==> src/hw/adc_ctrl_map.svh <==
// Purpose: Named constants of the conversion control block.
// Assumes: Included by bare name from the package, the control module and the bench monitor.
// Notes: Times are in nanoseconds and turn into cycles where they are used.
`ifndef ADC_CTRL_MAP_SVH
`define ADC_CTRL_MAP_SVH

`define WORD_W 16
`define CHANNELS 8
`define FIFO_DEPTH 16
`define CLK_PERIOD_NS 4
`define CONV_TIME_NS 4000
`define VALID_DELAY_NS 25

`define PIN_START_A 0
`define PIN_START_B 1
`define PIN_RESET 2
`define PIN_CS_N 3
`define PIN_RD_SCLK 4
`define PIN_RANGE 5
`define PIN_SERIAL 6
`define PIN_COUNT 7
`define PIN_IDLE 7'h18

`endif

==> src/hw/adc_ctrl_pkg.sv <==
// Purpose: Types shared by the conversion control modules.
// Assumes: The constant header is on the include path.
// Notes: States follow a Gray sequence along the conversion path, except the direct CONV_IDLE to CONV_RUN step.
package adc_ctrl_pkg;
`include "adc_ctrl_map.svh"

  typedef enum logic [1:0] {
    CONV_IDLE = 2'b00,
    CONV_ARMED = 2'b01,
    CONV_RUN = 2'b11,
    CONV_PUSH = 2'b10
  } conv_state_e;

  typedef logic [`WORD_W-1:0] sample_t;
endpackage

==> src/hw/pin_sync.sv <==
// Purpose: Two-flop synchronisers with edge detection for host pins.
// Assumes: Pins are asynchronous to ref_clk.
// Notes: Edges are found on the second and third stages only; reset loads the idle levels.
`timescale 1ns/10ps
module pin_sync #(
  parameter int WIDTH = 7,
  parameter logic [WIDTH-1:0] IDLE = '0
) (
  input wire logic ref_clk,
  input wire logic srst,
  input wire logic [WIDTH-1:0] pins_in,
  output logic [WIDTH-1:0] level,
  output logic [WIDTH-1:0] rise,
  output logic [WIDTH-1:0] fall
);
  logic [WIDTH-1:0] meta;
  logic [WIDTH-1:0] prev;

  genvar i;
  generate
    for (i = 0; i < WIDTH; i++) begin : g_bit
      always_ff @(posedge ref_clk) begin
        if (srst) begin
          meta[i] <= IDLE[i];
          level[i] <= IDLE[i];
          prev[i] <= IDLE[i];
        end else begin
          meta[i] <= pins_in[i];
          level[i] <= meta[i];
          prev[i] <= level[i];
        end
      end
      assign rise[i] = level[i] & ~prev[i];
      assign fall[i] = ~level[i] & prev[i];
    end
  endgenerate
endmodule

==> src/hw/sample_fifo.sv <==
// Purpose: Result FIFO between the converter and the output registers.
// Assumes: Single clock, flush clears all contents.
// Notes: Full and empty are exact; no write when full, no read when empty.
`timescale 1ns/10ps
module sample_fifo #(
  parameter int WIDTH = 16,
  parameter int DEPTH = 16
) (
  input wire logic ref_clk,
  input wire logic srst,
  input wire logic flush,
  input wire logic in_valid,
  output logic in_ready,
  input wire logic [WIDTH-1:0] in_data,
  output logic out_valid,
  input wire logic out_ready,
  output logic [WIDTH-1:0] out_data
);
  localparam int PW = $clog2(DEPTH);
  logic [WIDTH-1:0] mem [DEPTH];
  logic [PW-1:0] wr_ptr;
  logic [PW-1:0] rd_ptr;
  logic [PW:0] count;
  wire do_wr = in_valid & in_ready;
  wire do_rd = out_valid & out_ready;

  assign in_ready = (count != (PW+1)'(DEPTH));
  assign out_valid = (count != '0);
  assign out_data = mem[rd_ptr];

  always_ff @(posedge ref_clk) begin
    if (do_wr) begin
      mem[wr_ptr] <= in_data;
    end
  end

  always_ff @(posedge ref_clk) begin
    if (srst || flush) begin
      wr_ptr <= '0;
      rd_ptr <= '0;
      count <= '0;
    end else begin
      if (do_wr) begin
        wr_ptr <= (wr_ptr == PW'(DEPTH - 1)) ? '0 : wr_ptr + 1'b1;
      end
      if (do_rd) begin
        rd_ptr <= (rd_ptr == PW'(DEPTH - 1)) ? '0 : rd_ptr + 1'b1;
      end
      count <= count + (PW+1)'(do_wr) - (PW+1)'(do_rd);
    end
  end
endmodule

==> src/hw/adc_conv_ctrl.sv <==
// Purpose: Conversion control and result readout of a simultaneous-sampling converter.
// Assumes: Host pins are asynchronous and are sampled by ref_clk; sample_in is on ref_clk.
// Notes: Results pass a FIFO into the output registers, which drain only between frames.
//
// Contract
// (RULE1) Range pin high selects wide span, low narrow.
// (RULE2) Range changes take effect immediately.
// (RULE3) Host avoids range changes during conversions.
// (RULE4) Start rising edge holds its channel group.
// (RULE5) Start A owns lower half, B upper.
// (RULE6) Separate starts only without oversampling.
// (RULE7) Host may tie both starts together.
// (RULE8) Reset pin rising edge resets all logic; range_wide and the pin synchronisers reset only on srst.
// (RULE9) Host pulses reset after power-up.
// (RULE10) Reset during conversion aborts it.
// (RULE11) Reset during readout zeroes output registers.
// (RULE12) Parallel bus driven only while chip-select and read low.
// (RULE13) Chip-select fall enables serial outputs, MSB first.
// (RULE14) Serial clock rise shifts next bit out.
// (RULE15) Busy rises after both start edges.
// (RULE16) Busy falls on latching; results valid after delay.
// (RULE17) Host finishes busy-time reads before busy falls.
// (RULE18) Start edges ignored while busy.
// (RULE19) Marker three-stated while chip-select high.
// (RULE20) Parallel marker high for channel 1 read.
// (RULE21) Serial marker low at sixteenth falling clock.
// (RULE22) Serial channels sixteen bits, MSB first, back-to-back.
`timescale 1ns/10ps
`include "adc_ctrl_map.svh"
module adc_conv_ctrl import adc_ctrl_pkg::*; #(
  parameter int CHANNELS = `CHANNELS,
  parameter int FIFO_DEPTH = `FIFO_DEPTH,
  parameter int CONV_TIME_NS = `CONV_TIME_NS,
  parameter int VALID_DELAY_NS = `VALID_DELAY_NS
) (
  input wire logic ref_clk,
  input wire logic srst,
  input wire logic start_group_a,
  input wire logic start_group_b,
  input wire logic reset_pin,
  input wire logic cs_n,
  input wire logic rd_n_sclk,
  input wire logic range_sel,
  input wire logic serial_sel,
  input wire logic [CHANNELS*`WORD_W-1:0] sample_in,
  output logic range_wide,
  output logic hold_group_a,
  output logic hold_group_b,
  output logic busy,
  output logic results_valid,
  output logic [`WORD_W-1:0] parallel_result_bus_out,
  output logic parallel_result_bus_oe,
  output logic dout_a,
  output logic dout_b,
  output logic dout_oe,
  output logic first_channel_marker_out,
  output logic first_channel_marker_oe
);
  localparam int HALF = CHANNELS / 2;
  localparam int IDX_W = $clog2(CHANNELS);
  localparam int CONV_CYCLES = (CONV_TIME_NS + `CLK_PERIOD_NS - 1) / `CLK_PERIOD_NS;
  localparam int VALID_CYCLES = (VALID_DELAY_NS + `CLK_PERIOD_NS - 1) / `CLK_PERIOD_NS;
  localparam int CONV_W = $clog2(CONV_CYCLES + 1);
  localparam int VALID_W = $clog2(VALID_CYCLES + 1);
  localparam int BIT_W = $clog2(`WORD_W);

  ////////////////////////////////////////////////////////////////////////////////
  // Pin synchronisers and edge detection.
  ////////////////////////////////////////////////////////////////////////////////
  logic [`PIN_COUNT-1:0] pins;
  logic [`PIN_COUNT-1:0] lvl;
  logic [`PIN_COUNT-1:0] rise;
  logic [`PIN_COUNT-1:0] fall;

  assign pins = {serial_sel, range_sel, rd_n_sclk, cs_n, reset_pin, start_group_b, start_group_a};

  pin_sync #(
    .WIDTH(`PIN_COUNT),
    .IDLE(`PIN_IDLE)
  ) u_pin_sync (
    .ref_clk(ref_clk),
    .srst(srst),
    .pins_in(pins),
    .level(lvl),
    .rise(rise),
    .fall(fall)
  );

  wire host_reset = rise[`PIN_RESET];
  wire clear = srst | host_reset; // RULE8
  wire frame_off = lvl[`PIN_CS_N];
  wire serial_mode = lvl[`PIN_SERIAL];
  wire sclk_rise = rise[`PIN_RD_SCLK] & ~frame_off & serial_mode;
  wire sclk_fall = fall[`PIN_RD_SCLK] & ~frame_off & serial_mode;
  wire rd_fall = fall[`PIN_RD_SCLK] & ~frame_off & ~serial_mode;
  wire frame_start = fall[`PIN_CS_N];

  ////////////////////////////////////////////////////////////////////////////////
  // Input span selection.
  ////////////////////////////////////////////////////////////////////////////////
  always_ff @(posedge ref_clk) begin
    if (srst) begin
      range_wide <= 1'b0;
    end else begin
      range_wide <= lvl[`PIN_RANGE]; // RULE1 RULE2
    end
  end

  ////////////////////////////////////////////////////////////////////////////////
  // Conversion sequencing.
  ////////////////////////////////////////////////////////////////////////////////
  conv_state_e state;
  conv_state_e next_state;
  logic seen_a;
  logic seen_b;
  logic [CONV_W-1:0] conv_cnt;
  logic [IDX_W-1:0] push_idx;
  sample_t held [CHANNELS];

  wire idle_like = (state == CONV_IDLE) || (state == CONV_ARMED);
  wire take_a = rise[`PIN_START_A] & idle_like; // RULE18
  wire take_b = rise[`PIN_START_B] & idle_like; // RULE18
  wire both_seen = (seen_a | take_a) & (seen_b | take_b);
  wire conv_done = (conv_cnt == CONV_W'(CONV_CYCLES - 1));
  wire fifo_in_ready;
  wire push_fire = (state == CONV_PUSH) & fifo_in_ready;
  wire push_last = push_fire & (push_idx == IDX_W'(CHANNELS - 1));

  always_comb begin
    next_state = state;
    case (state)
      CONV_IDLE: begin
        if (both_seen) begin
          next_state = CONV_RUN;
        end else if (take_a | take_b) begin
          next_state = CONV_ARMED;
        end
      end
      CONV_ARMED: begin
        if (both_seen) begin
          next_state = CONV_RUN;
        end
      end
      CONV_RUN: begin
        if (conv_done) begin
          next_state = CONV_PUSH;
        end
      end
      CONV_PUSH: begin
        if (push_last) begin
          next_state = CONV_IDLE;
        end
      end
      default: begin
        next_state = CONV_IDLE;
      end
    endcase
  end

  always_ff @(posedge ref_clk) begin
    if (clear) begin
      state <= CONV_IDLE; // RULE10
    end else begin
      state <= next_state;
    end
  end

  always_ff @(posedge ref_clk) begin
    if (clear || next_state == CONV_IDLE) begin
      seen_a <= 1'b0;
      seen_b <= 1'b0;
      hold_group_a <= 1'b0;
      hold_group_b <= 1'b0;
    end else begin
      if (take_a) begin
        seen_a <= 1'b1;
        hold_group_a <= 1'b1; // RULE4
      end
      if (take_b) begin
        seen_b <= 1'b1;
        hold_group_b <= 1'b1; // RULE4
      end
    end
  end

  genvar c;
  generate
    for (c = 0; c < CHANNELS; c++) begin : g_hold
      wire grab = (c < HALF) ? take_a : take_b; // RULE5
      always_ff @(posedge ref_clk) begin
        if (clear) begin
          held[c] <= '0;
        end else if (grab) begin
          held[c] <= sample_in[c*`WORD_W +: `WORD_W];
        end
      end
    end
  endgenerate

  always_ff @(posedge ref_clk) begin
    if (clear || state != CONV_RUN) begin
      conv_cnt <= '0;
    end else if (!conv_done) begin
      conv_cnt <= conv_cnt + 1'b1;
    end
  end

  always_ff @(posedge ref_clk) begin
    if (clear || state != CONV_PUSH) begin
      push_idx <= '0;
    end else if (push_fire) begin
      push_idx <= push_idx + 1'b1;
    end
  end

  always_ff @(posedge ref_clk) begin
    if (clear) begin
      busy <= 1'b0;
    end else if (idle_like && both_seen) begin
      busy <= 1'b1; // RULE15
    end else if (push_last) begin
      busy <= 1'b0; // RULE16
    end
  end

  ////////////////////////////////////////////////////////////////////////////////
  // Result FIFO and output registers.
  ////////////////////////////////////////////////////////////////////////////////
  wire fifo_out_valid;
  sample_t fifo_out_data;
  wire drain_fire = fifo_out_valid & frame_off;
  logic [IDX_W-1:0] drain_idx;
  sample_t out_reg [CHANNELS];
  logic [VALID_W-1:0] valid_cnt;

  sample_fifo #(
    .WIDTH(`WORD_W),
    .DEPTH(FIFO_DEPTH)
  ) u_fifo (
    .ref_clk(ref_clk),
    .srst(srst),
    .flush(host_reset),
    .in_valid(state == CONV_PUSH),
    .in_ready(fifo_in_ready),
    .in_data(held[push_idx]),
    .out_valid(fifo_out_valid),
    .out_ready(frame_off),
    .out_data(fifo_out_data)
  );

  always_ff @(posedge ref_clk) begin
    if (clear) begin
      drain_idx <= '0;
    end else if (drain_fire) begin
      drain_idx <= (drain_idx == IDX_W'(CHANNELS - 1)) ? '0 : drain_idx + 1'b1;
    end
  end

  generate
    for (c = 0; c < CHANNELS; c++) begin : g_out
      always_ff @(posedge ref_clk) begin
        if (clear) begin
          out_reg[c] <= '0; // RULE11
        end else if (drain_fire && drain_idx == IDX_W'(c)) begin
          out_reg[c] <= fifo_out_data; // RULE16
        end
      end
    end
  endgenerate

  always_ff @(posedge ref_clk) begin
    if (clear || busy) begin
      valid_cnt <= '0;
      results_valid <= 1'b0;
    end else if (state == CONV_IDLE && !fifo_out_valid && valid_cnt != VALID_W'(VALID_CYCLES)) begin
      valid_cnt <= valid_cnt + 1'b1;
    end else if (valid_cnt == VALID_W'(VALID_CYCLES)) begin
      results_valid <= 1'b1; // RULE16
    end
  end

  ////////////////////////////////////////////////////////////////////////////////
  // Parallel readout.
  ////////////////////////////////////////////////////////////////////////////////
  logic [IDX_W-1:0] rd_idx;
  wire rd_wrap = (rd_idx == IDX_W'(CHANNELS - 1));
  wire par_drive = ~serial_mode & ~frame_off & ~lvl[`PIN_RD_SCLK];

  always_ff @(posedge ref_clk) begin
    if (clear || busy) begin
      rd_idx <= '0;
    end else if (rd_fall) begin
      rd_idx <= rd_wrap ? '0 : rd_idx + 1'b1;
    end
  end

  always_ff @(posedge ref_clk) begin
    if (clear) begin
      parallel_result_bus_out <= '0;
      parallel_result_bus_oe <= 1'b0;
    end else begin
      parallel_result_bus_oe <= par_drive; // RULE12
      if (rd_fall) begin
        parallel_result_bus_out <= out_reg[rd_idx];
      end
    end
  end

  ////////////////////////////////////////////////////////////////////////////////
  // Serial readout.
  ////////////////////////////////////////////////////////////////////////////////
  sample_t shift_a;
  sample_t shift_b;
  logic [BIT_W-1:0] bit_cnt;
  logic [IDX_W-1:0] ser_ch;
  logic [BIT_W:0] sclk_fall_cnt;
  wire word_end = (bit_cnt == BIT_W'(`WORD_W - 1));
  wire ser_more = (ser_ch < IDX_W'(HALF));
  wire [IDX_W-1:0] ser_b_idx = IDX_W'(HALF) + ser_ch;
  wire [IDX_W-1:0] first_b_idx = IDX_W'(HALF);
  sample_t next_a;
  sample_t next_b;

  assign next_a = ser_more ? out_reg[ser_ch] : '0;
  assign next_b = ser_more ? out_reg[ser_b_idx] : '0;

  always_ff @(posedge ref_clk) begin
    if (clear) begin
      shift_a <= '0;
      shift_b <= '0;
      bit_cnt <= '0;
      ser_ch <= '0;
    end else if (frame_start && serial_mode) begin
      shift_a <= out_reg[0]; // RULE13
      shift_b <= out_reg[first_b_idx];
      bit_cnt <= '0;
      ser_ch <= IDX_W'(1);
    end else if (sclk_rise && word_end) begin
      shift_a <= next_a; // RULE22
      shift_b <= next_b;
      bit_cnt <= '0;
      ser_ch <= ser_more ? ser_ch + 1'b1 : ser_ch;
    end else if (sclk_rise) begin
      shift_a <= {shift_a[`WORD_W-2:0], 1'b0}; // RULE14
      shift_b <= {shift_b[`WORD_W-2:0], 1'b0};
      bit_cnt <= bit_cnt + 1'b1;
    end
  end

  always_ff @(posedge ref_clk) begin
    if (clear) begin
      dout_a <= 1'b0;
      dout_b <= 1'b0;
      dout_oe <= 1'b0;
    end else begin
      dout_oe <= serial_mode & ~frame_off; // RULE13
      if (frame_start && serial_mode) begin
        dout_a <= out_reg[0][`WORD_W-1]; // RULE13
        dout_b <= out_reg[first_b_idx][`WORD_W-1];
      end else if (sclk_rise && word_end) begin
        dout_a <= next_a[`WORD_W-1]; // RULE22
        dout_b <= next_b[`WORD_W-1];
      end else if (sclk_rise) begin
        dout_a <= shift_a[`WORD_W-2]; // RULE14
        dout_b <= shift_b[`WORD_W-2];
      end
    end
  end

  always_ff @(posedge ref_clk) begin
    if (clear || frame_start) begin
      sclk_fall_cnt <= '0;
    end else if (sclk_fall && sclk_fall_cnt != (BIT_W+1)'(`WORD_W)) begin
      sclk_fall_cnt <= sclk_fall_cnt + 1'b1;
    end
  end

  ////////////////////////////////////////////////////////////////////////////////
  // First-channel marker.
  ////////////////////////////////////////////////////////////////////////////////
  wire marker_ser_end = sclk_fall && sclk_fall_cnt == (BIT_W+1)'(`WORD_W - 1);

  always_ff @(posedge ref_clk) begin
    if (clear) begin
      first_channel_marker_out <= 1'b0;
      first_channel_marker_oe <= 1'b0;
    end else begin
      first_channel_marker_oe <= ~frame_off; // RULE19
      if (frame_start && serial_mode) begin
        first_channel_marker_out <= 1'b1; // RULE21
      end else if (marker_ser_end) begin
        first_channel_marker_out <= 1'b0; // RULE21
      end else if (rd_fall) begin
        first_channel_marker_out <= (rd_idx == '0); // RULE20
      end
    end
  end
endmodule

==> config.mk <==
export PLATFORM = sky130hd
export DESIGN_NAME = adc_conv_ctrl
export DESIGN_NICKNAME = d
export VERILOG_FILES = /design/src/hw/adc_ctrl_pkg.sv /design/src/hw/pin_sync.sv /design/src/hw/sample_fifo.sv /design/src/hw/adc_conv_ctrl.sv
export VERILOG_INCLUDE_DIRS = /design/src /design/src/hw
export SDC_FILE = /design/constraint.sdc
export NUM_CORES = 1
export LEC_CHECK = 0
export BUFFER_PORTS_ARGS = -buffer_cell sky130_fd_sc_hd__buf_4
export CORE_ASPECT_RATIO = 1.75
export CORE_UTILIZATION = 60
export CTS_BUF_LIST = sky130_fd_sc_hd__clkbuf_8 sky130_fd_sc_hd__clkbuf_16
export DETAILED_ROUTE_END_ITERATION = 6
export PLACE_DENSITY = 0.9
export SLEW_MARGIN = 20
export SYNTH_ARGS = -nofsm -noshare
export SYNTH_HDL_FRONTEND = slang
export SYNTH_HIERARCHICAL = 1
export SYNTH_SLANG_ARGS = --single-unit
==> constraint.sdc <==
create_clock -name ref_clk -period 7.82 [get_ports ref_clk]
set_input_delay 1.564 -clock ref_clk [delete_from_list [all_inputs] [get_ports ref_clk]]
set_output_delay 1.564 -clock ref_clk [all_outputs]
set_load 0.01 [all_outputs]
---- Yosys cells after proc, flatten, opt, wreduce, memory -nomap -nowiden ----
Memory sizes are Yosys's and may differ from the RTL's. A register that Yosys moved wholly into a read port is not among the register bits.
Cells that the tools add are included.
W data, S select, Z words.
operators by class
  reduce and logical (&&, ||, !) cells .... 38
  eq/ne operators ......................... 23
  bitwise operators ....................... 48
  add/sub/neg operators ................... 13
  magnitude comparators ................... 1
  mux-type cells .......................... 86
operator list
  cell                     count
  $mux W16                 18
  $mux W15                 6
  $mux W1                  48
  $eq A3 B3 Y1 const B     7
  $and A1 B1 Y1            20
  $or A1 B1 Y1             20
  $mux W4                  4
  $add A3 B1 Y3 const B    5
  $logic_and A1 B1 Y1      15
  $add A4 B1 Y4 const B    3
  $eq A4 B4 Y1 const B     3
  $mux W3                  4
  $add A10 B1 Y10 const B  1
  $eq A10 B10 Y1 const B   1
  $mux W2                  5
  $ne A5 B5 Y1 const B     2
  $not A1 Y1               8
  $pmux W2 S4              1
  $logic_or A1 B1 Y1       7
  $eq A3 B2 Y1 const B     2
  $logic_not A3 Y1         2
  $reduce_and A2 Y1        3
  $reduce_bool A2 Y1       3
  $reduce_bool A3 Y1       2
  16 further kinds         19
storage, ports and cells
  bits of input ports ..................... 137
  memories ................................ 3
  bits in registers ....................... 109
  memory bits (writable) .................. 512
  output and inout port bits .............. 27
memory list
  memory      depth  width  rd ports  clocked after memory_dff  wr ports  RTL line              text
  u_fifo.mem  16     16     1         1                         1         sample_fifo.sv:20     logic [WIDTH-1:0] mem [DEPTH];
  held        8      16     1         1                         8         adc_conv_ctrl.sv:118  sample_t held [CHANNELS];
  out_reg     8      16     5         1                         8         adc_conv_ctrl.sv:233  sample_t out_reg [CHANNELS];

---- Longest topological paths before layout ----
  depth in word-level cells ............... 9
  gate-level depth with buffers ........... 14

---- Modules after synthesis ----
Netlist, hierarchy kept.
modules (own cells, without submodules)
  module         area each (um^2)  times used  cells each
  adc_conv_ctrl  16280.6           1           1179
  sample_fifo    10555.1           1           501
  pin_sync       656.9             1           58

---- Worst setup path after synthesis ----
No wires, ideal clock.
  path kind ............................... in2reg
  start point ............................. in srst
  end point ............................... mem held[0][0] in the netlist's numbering, enable pin
  data arrival time ....................... 3.385 ns
  data required time ...................... 7.131 ns
  cell stages on the path ................. 4
  setup slack ............................. 3.746 ns
  setup time .............................. 0.689 ns
  cell sequence ........................... nor2_1 > clkbuf_1 > clkbuf_1 > nand2_1
RTL lines
  item                RTL line              text
  start: declaration  adc_conv_ctrl.sv:37   input wire logic srst,
  end: declaration    adc_conv_ctrl.sv:118

---- Final worst setup path ----
  start point ............................. reg u_fifo.count[3]
  end point ............................... reg u_fifo.count[4]
on the way
  elaborated cells on any way between the ends .. 6
RTL lines
  item                      RTL line              text
  start: declaration        sample_fifo.sv:23     logic [PW:0] count;
  start signal: assignment  sample_fifo.sv:49     count <= count + (PW+1)'(do_wr) - (PW+1)'(do_rd);
  $reduce_bool A5 Y1        sample_fifo.sv:28     assign out_valid = (count != '0);
  net fifo_out_valid        adc_conv_ctrl.sv:229  wire fifo_out_valid;
  $and A1 B1 Y1             sample_fifo.sv:25     wire do_rd = out_valid & out_ready;
  $sub A5 B1 Y5             sample_fifo.sv:49
The timed path passes the listed nets, and every way through them passes these cells.
A chain may end at the register's enable or synchronous reset.

==> results.tsv <==
metric	value	unit
status	complete, no violations	
RSZ-0062 raised after global routing	false	
Peak VDD IR	0.000223	V
worst-margin pin slew	1280	ps
CTS buffer count	53	
Die W	164	um
setup slack after layout	4550	ps
clock network fraction of total power	0.348	
vias per cell	6.54	
reg2reg end	u_fifo/count[4]$_SDFF_PP0_	
Syn Inst Count	1726	
Initial Util	0.607	
max FFs per register	256	
# Post-CTS Setup Buffers	0	
crit path max fanout	7	
Routed Antenna Nets	0	
clk slew on worst S/H paths	70	ps
crit path DAT	3800	ps
Die H	285	um
static leakage	11.1	nW
max-slew violation count	0	
Detail Placement HPWL	38400	um
# fillers	2679	
Slew HR	0.147	
largest net degree at the start of global routing	65	
Syn-to-layout area delta	12.7	%
RR Startpoint	u_fifo/count[3]$_SDFF_PP0_	
Detailed Route Iter0 Violations	1488	
sw frac	0.255	
R2R Setup Slk	4550	ps
Syn Std Cell Area	27400	um^2
period utilisation layout	0.418	
initial antenna violation count	0	
# nets final	2019	
Hold Path End	u_pin_sync/level[3]$_SDFF_PP1_	
total gr overflow	0	
fin crit period	3270	ps
internal power	0.00610	W
CTS Buffer Depth	3	
port bufs	163	
clk root buf	clkbuf_16	
Max-cap violations	0	
first-pass GRT wire length	95600	um
Pre-Repair DR Iteration Count	7	
crit path from	u_fifo/count[3]$_SDFF_PP0_	
hold_buf cts	0	
vias in the first global route	17000	
Placer Congestion	0.871	
via count	16200	
post-CTS resize count	0	
I/O pins	164	
cell depth of the worst hold path	1	
Yosys warnings	6	
overall routed net length	63600	um
Mean Syn Cell Area	15.9	um^2
Final Hold Violating Endpoints	0	
TritonCTS clock tree	built	
worst hold-check path type	flip-flop to flip-flop	
# diodes	0	
Total GRT Usage	0.277	
Setup crit end kind	flip-flop	
Die ar.	46500	um^2
Final Setup Violations	0	
core area	45100	um^2
Row Count	103	
DR DRC count	0	
NetSw	0.00209	W
Avg WL per Cell	25.7	um
FF-to-FF path depth	13	
syn nets	1894	
Crit Path Category	flip-flop to flip-flop	
Hold Startpoint	u_pin_sync/meta[3]$_SDFF_PP1_	
Peak Freq	0.306	GHz
clk_lat worst skew	620	ps
Gate power share	0.147	
H-tree depth	2	
Power Dens Cells	265	nW/um^2
WP data required	8350	ps
final setup TNS	0	ps
Place WS	4070	ps
clock sink count	644	
Worst setup SP type	flip-flop	
Reg power frac	0.505	
skew final	29.2	ps
layout cells sized above 1	0.243	
[layer usage]
metal / wire length, um / up-vias / part of all wire / GRT usage
met3: 4250 / 238 / 0.067 / 0.0381
met4: 3510 / 0 / 0.055 / 0.158
li1: - / 6886 / - / -
met2: 35800 / 1020 / 0.56 / 0.524
met1: 20100 / 8012 / 0.32 / 0.286
met5: 0 / - / 0 / 0
[final cells by class]
cell class / instances / area [um^2] / area share
inverters: 23 / 86.3 / 0.00280
clock buffers: 56 / 1370 / 0.0443
repair buffers: 180 / 1370 / 0.0443
multi-input cells: 949 / 8790 / 0.285
flip-flops and latches: 644 / 18000 / 0.584
well taps: 577 / 722 / 0.0234
clock inverters: 43 / 508 / 0.0165
[worst max-delay path by stage]
| stage | end | slack [ps] | cells after the start |
|---|---|---|---|
| 6_report | u_fifo/count[4]$_SDFF_PP0_ | 4550 | 13 |
| 5_1_grt | u_fifo/count[4]$_SDFF_PP0_ | 4370 | 13 |
| 4_1_cts | u_fifo/count[4]$_SDFF_PP0_ | 4580 | 13 |
| 3_5_place_dp | shift_a[10]$_SDFFE_PN0P_ | 4070 | 6 |
| 3_3_place_gp | dout_b$_SDFFE_PN0P_ | 4220 | 6 |
| 2_1_floorplan | held[0][0]$_SDFFCE_PN0P_ | 3750 | 4 |
[placed cells by master (no fill, tap or decap), drive strengths merged, types with 9 or more instances in the layout]
cell type	instances
clkbuf	56
a21oi	50
nor2b	24
nor2	44
mux2	16
a22oi	40
and3	59
mux4	160
or2	9
clkinv	20
inv	29
and2	224
dfxtp	132
buf	180
nand2	79
mux2i	23
nor3	16
ha	30
bufinv	10
nand3	21
edfxtp	512
a221oi	23
o21ai	65
xnor2	13
[power by group through the flow]
stage	clock, W	combinational (W)	sequential, W
2_1_floorplan	0	0.000919	0.00408
3_3_place_gp	0	0.00109	0.00417
3_5_place_dp	0	0.00115	0.00420
4_1_cts	0.00286	0.00119	0.00413
5_1_grt	0.00299	0.00128	0.00415
6_report	0.00285	0.00121	0.00413
[through the flow]
stage	instances	total power [W]	utilization	hold WS (ps)	cell area (um^2)
4_1_cts	2470	0.00818	0.683	409	30800
3_5_place_dp	2371	0.00535	0.642	393	28900
6_report	2472	0.00819	0.684	407	30900
2_1_floorplan	1726	0.00500	-	383	27400
3_3_place_gp	2371	0.00526	0.642	393	28900
5_1_grt	2472	0.00842	0.684	427	30900
[worst max-delay path, cell delays in order, from the launching register on]
cell and delay (ps):
dfxtp_1 320, inv_1 80, ha_1 180, or4b_1 620
nand2_1 250, inv_1 70, ha_1 270, inv_1 40
ha_1 200, fa_1 450, a21oi_1 150, nor2_1 80
or3_1 350, a21oi_1 150
(Power assumes the default switching activity.)
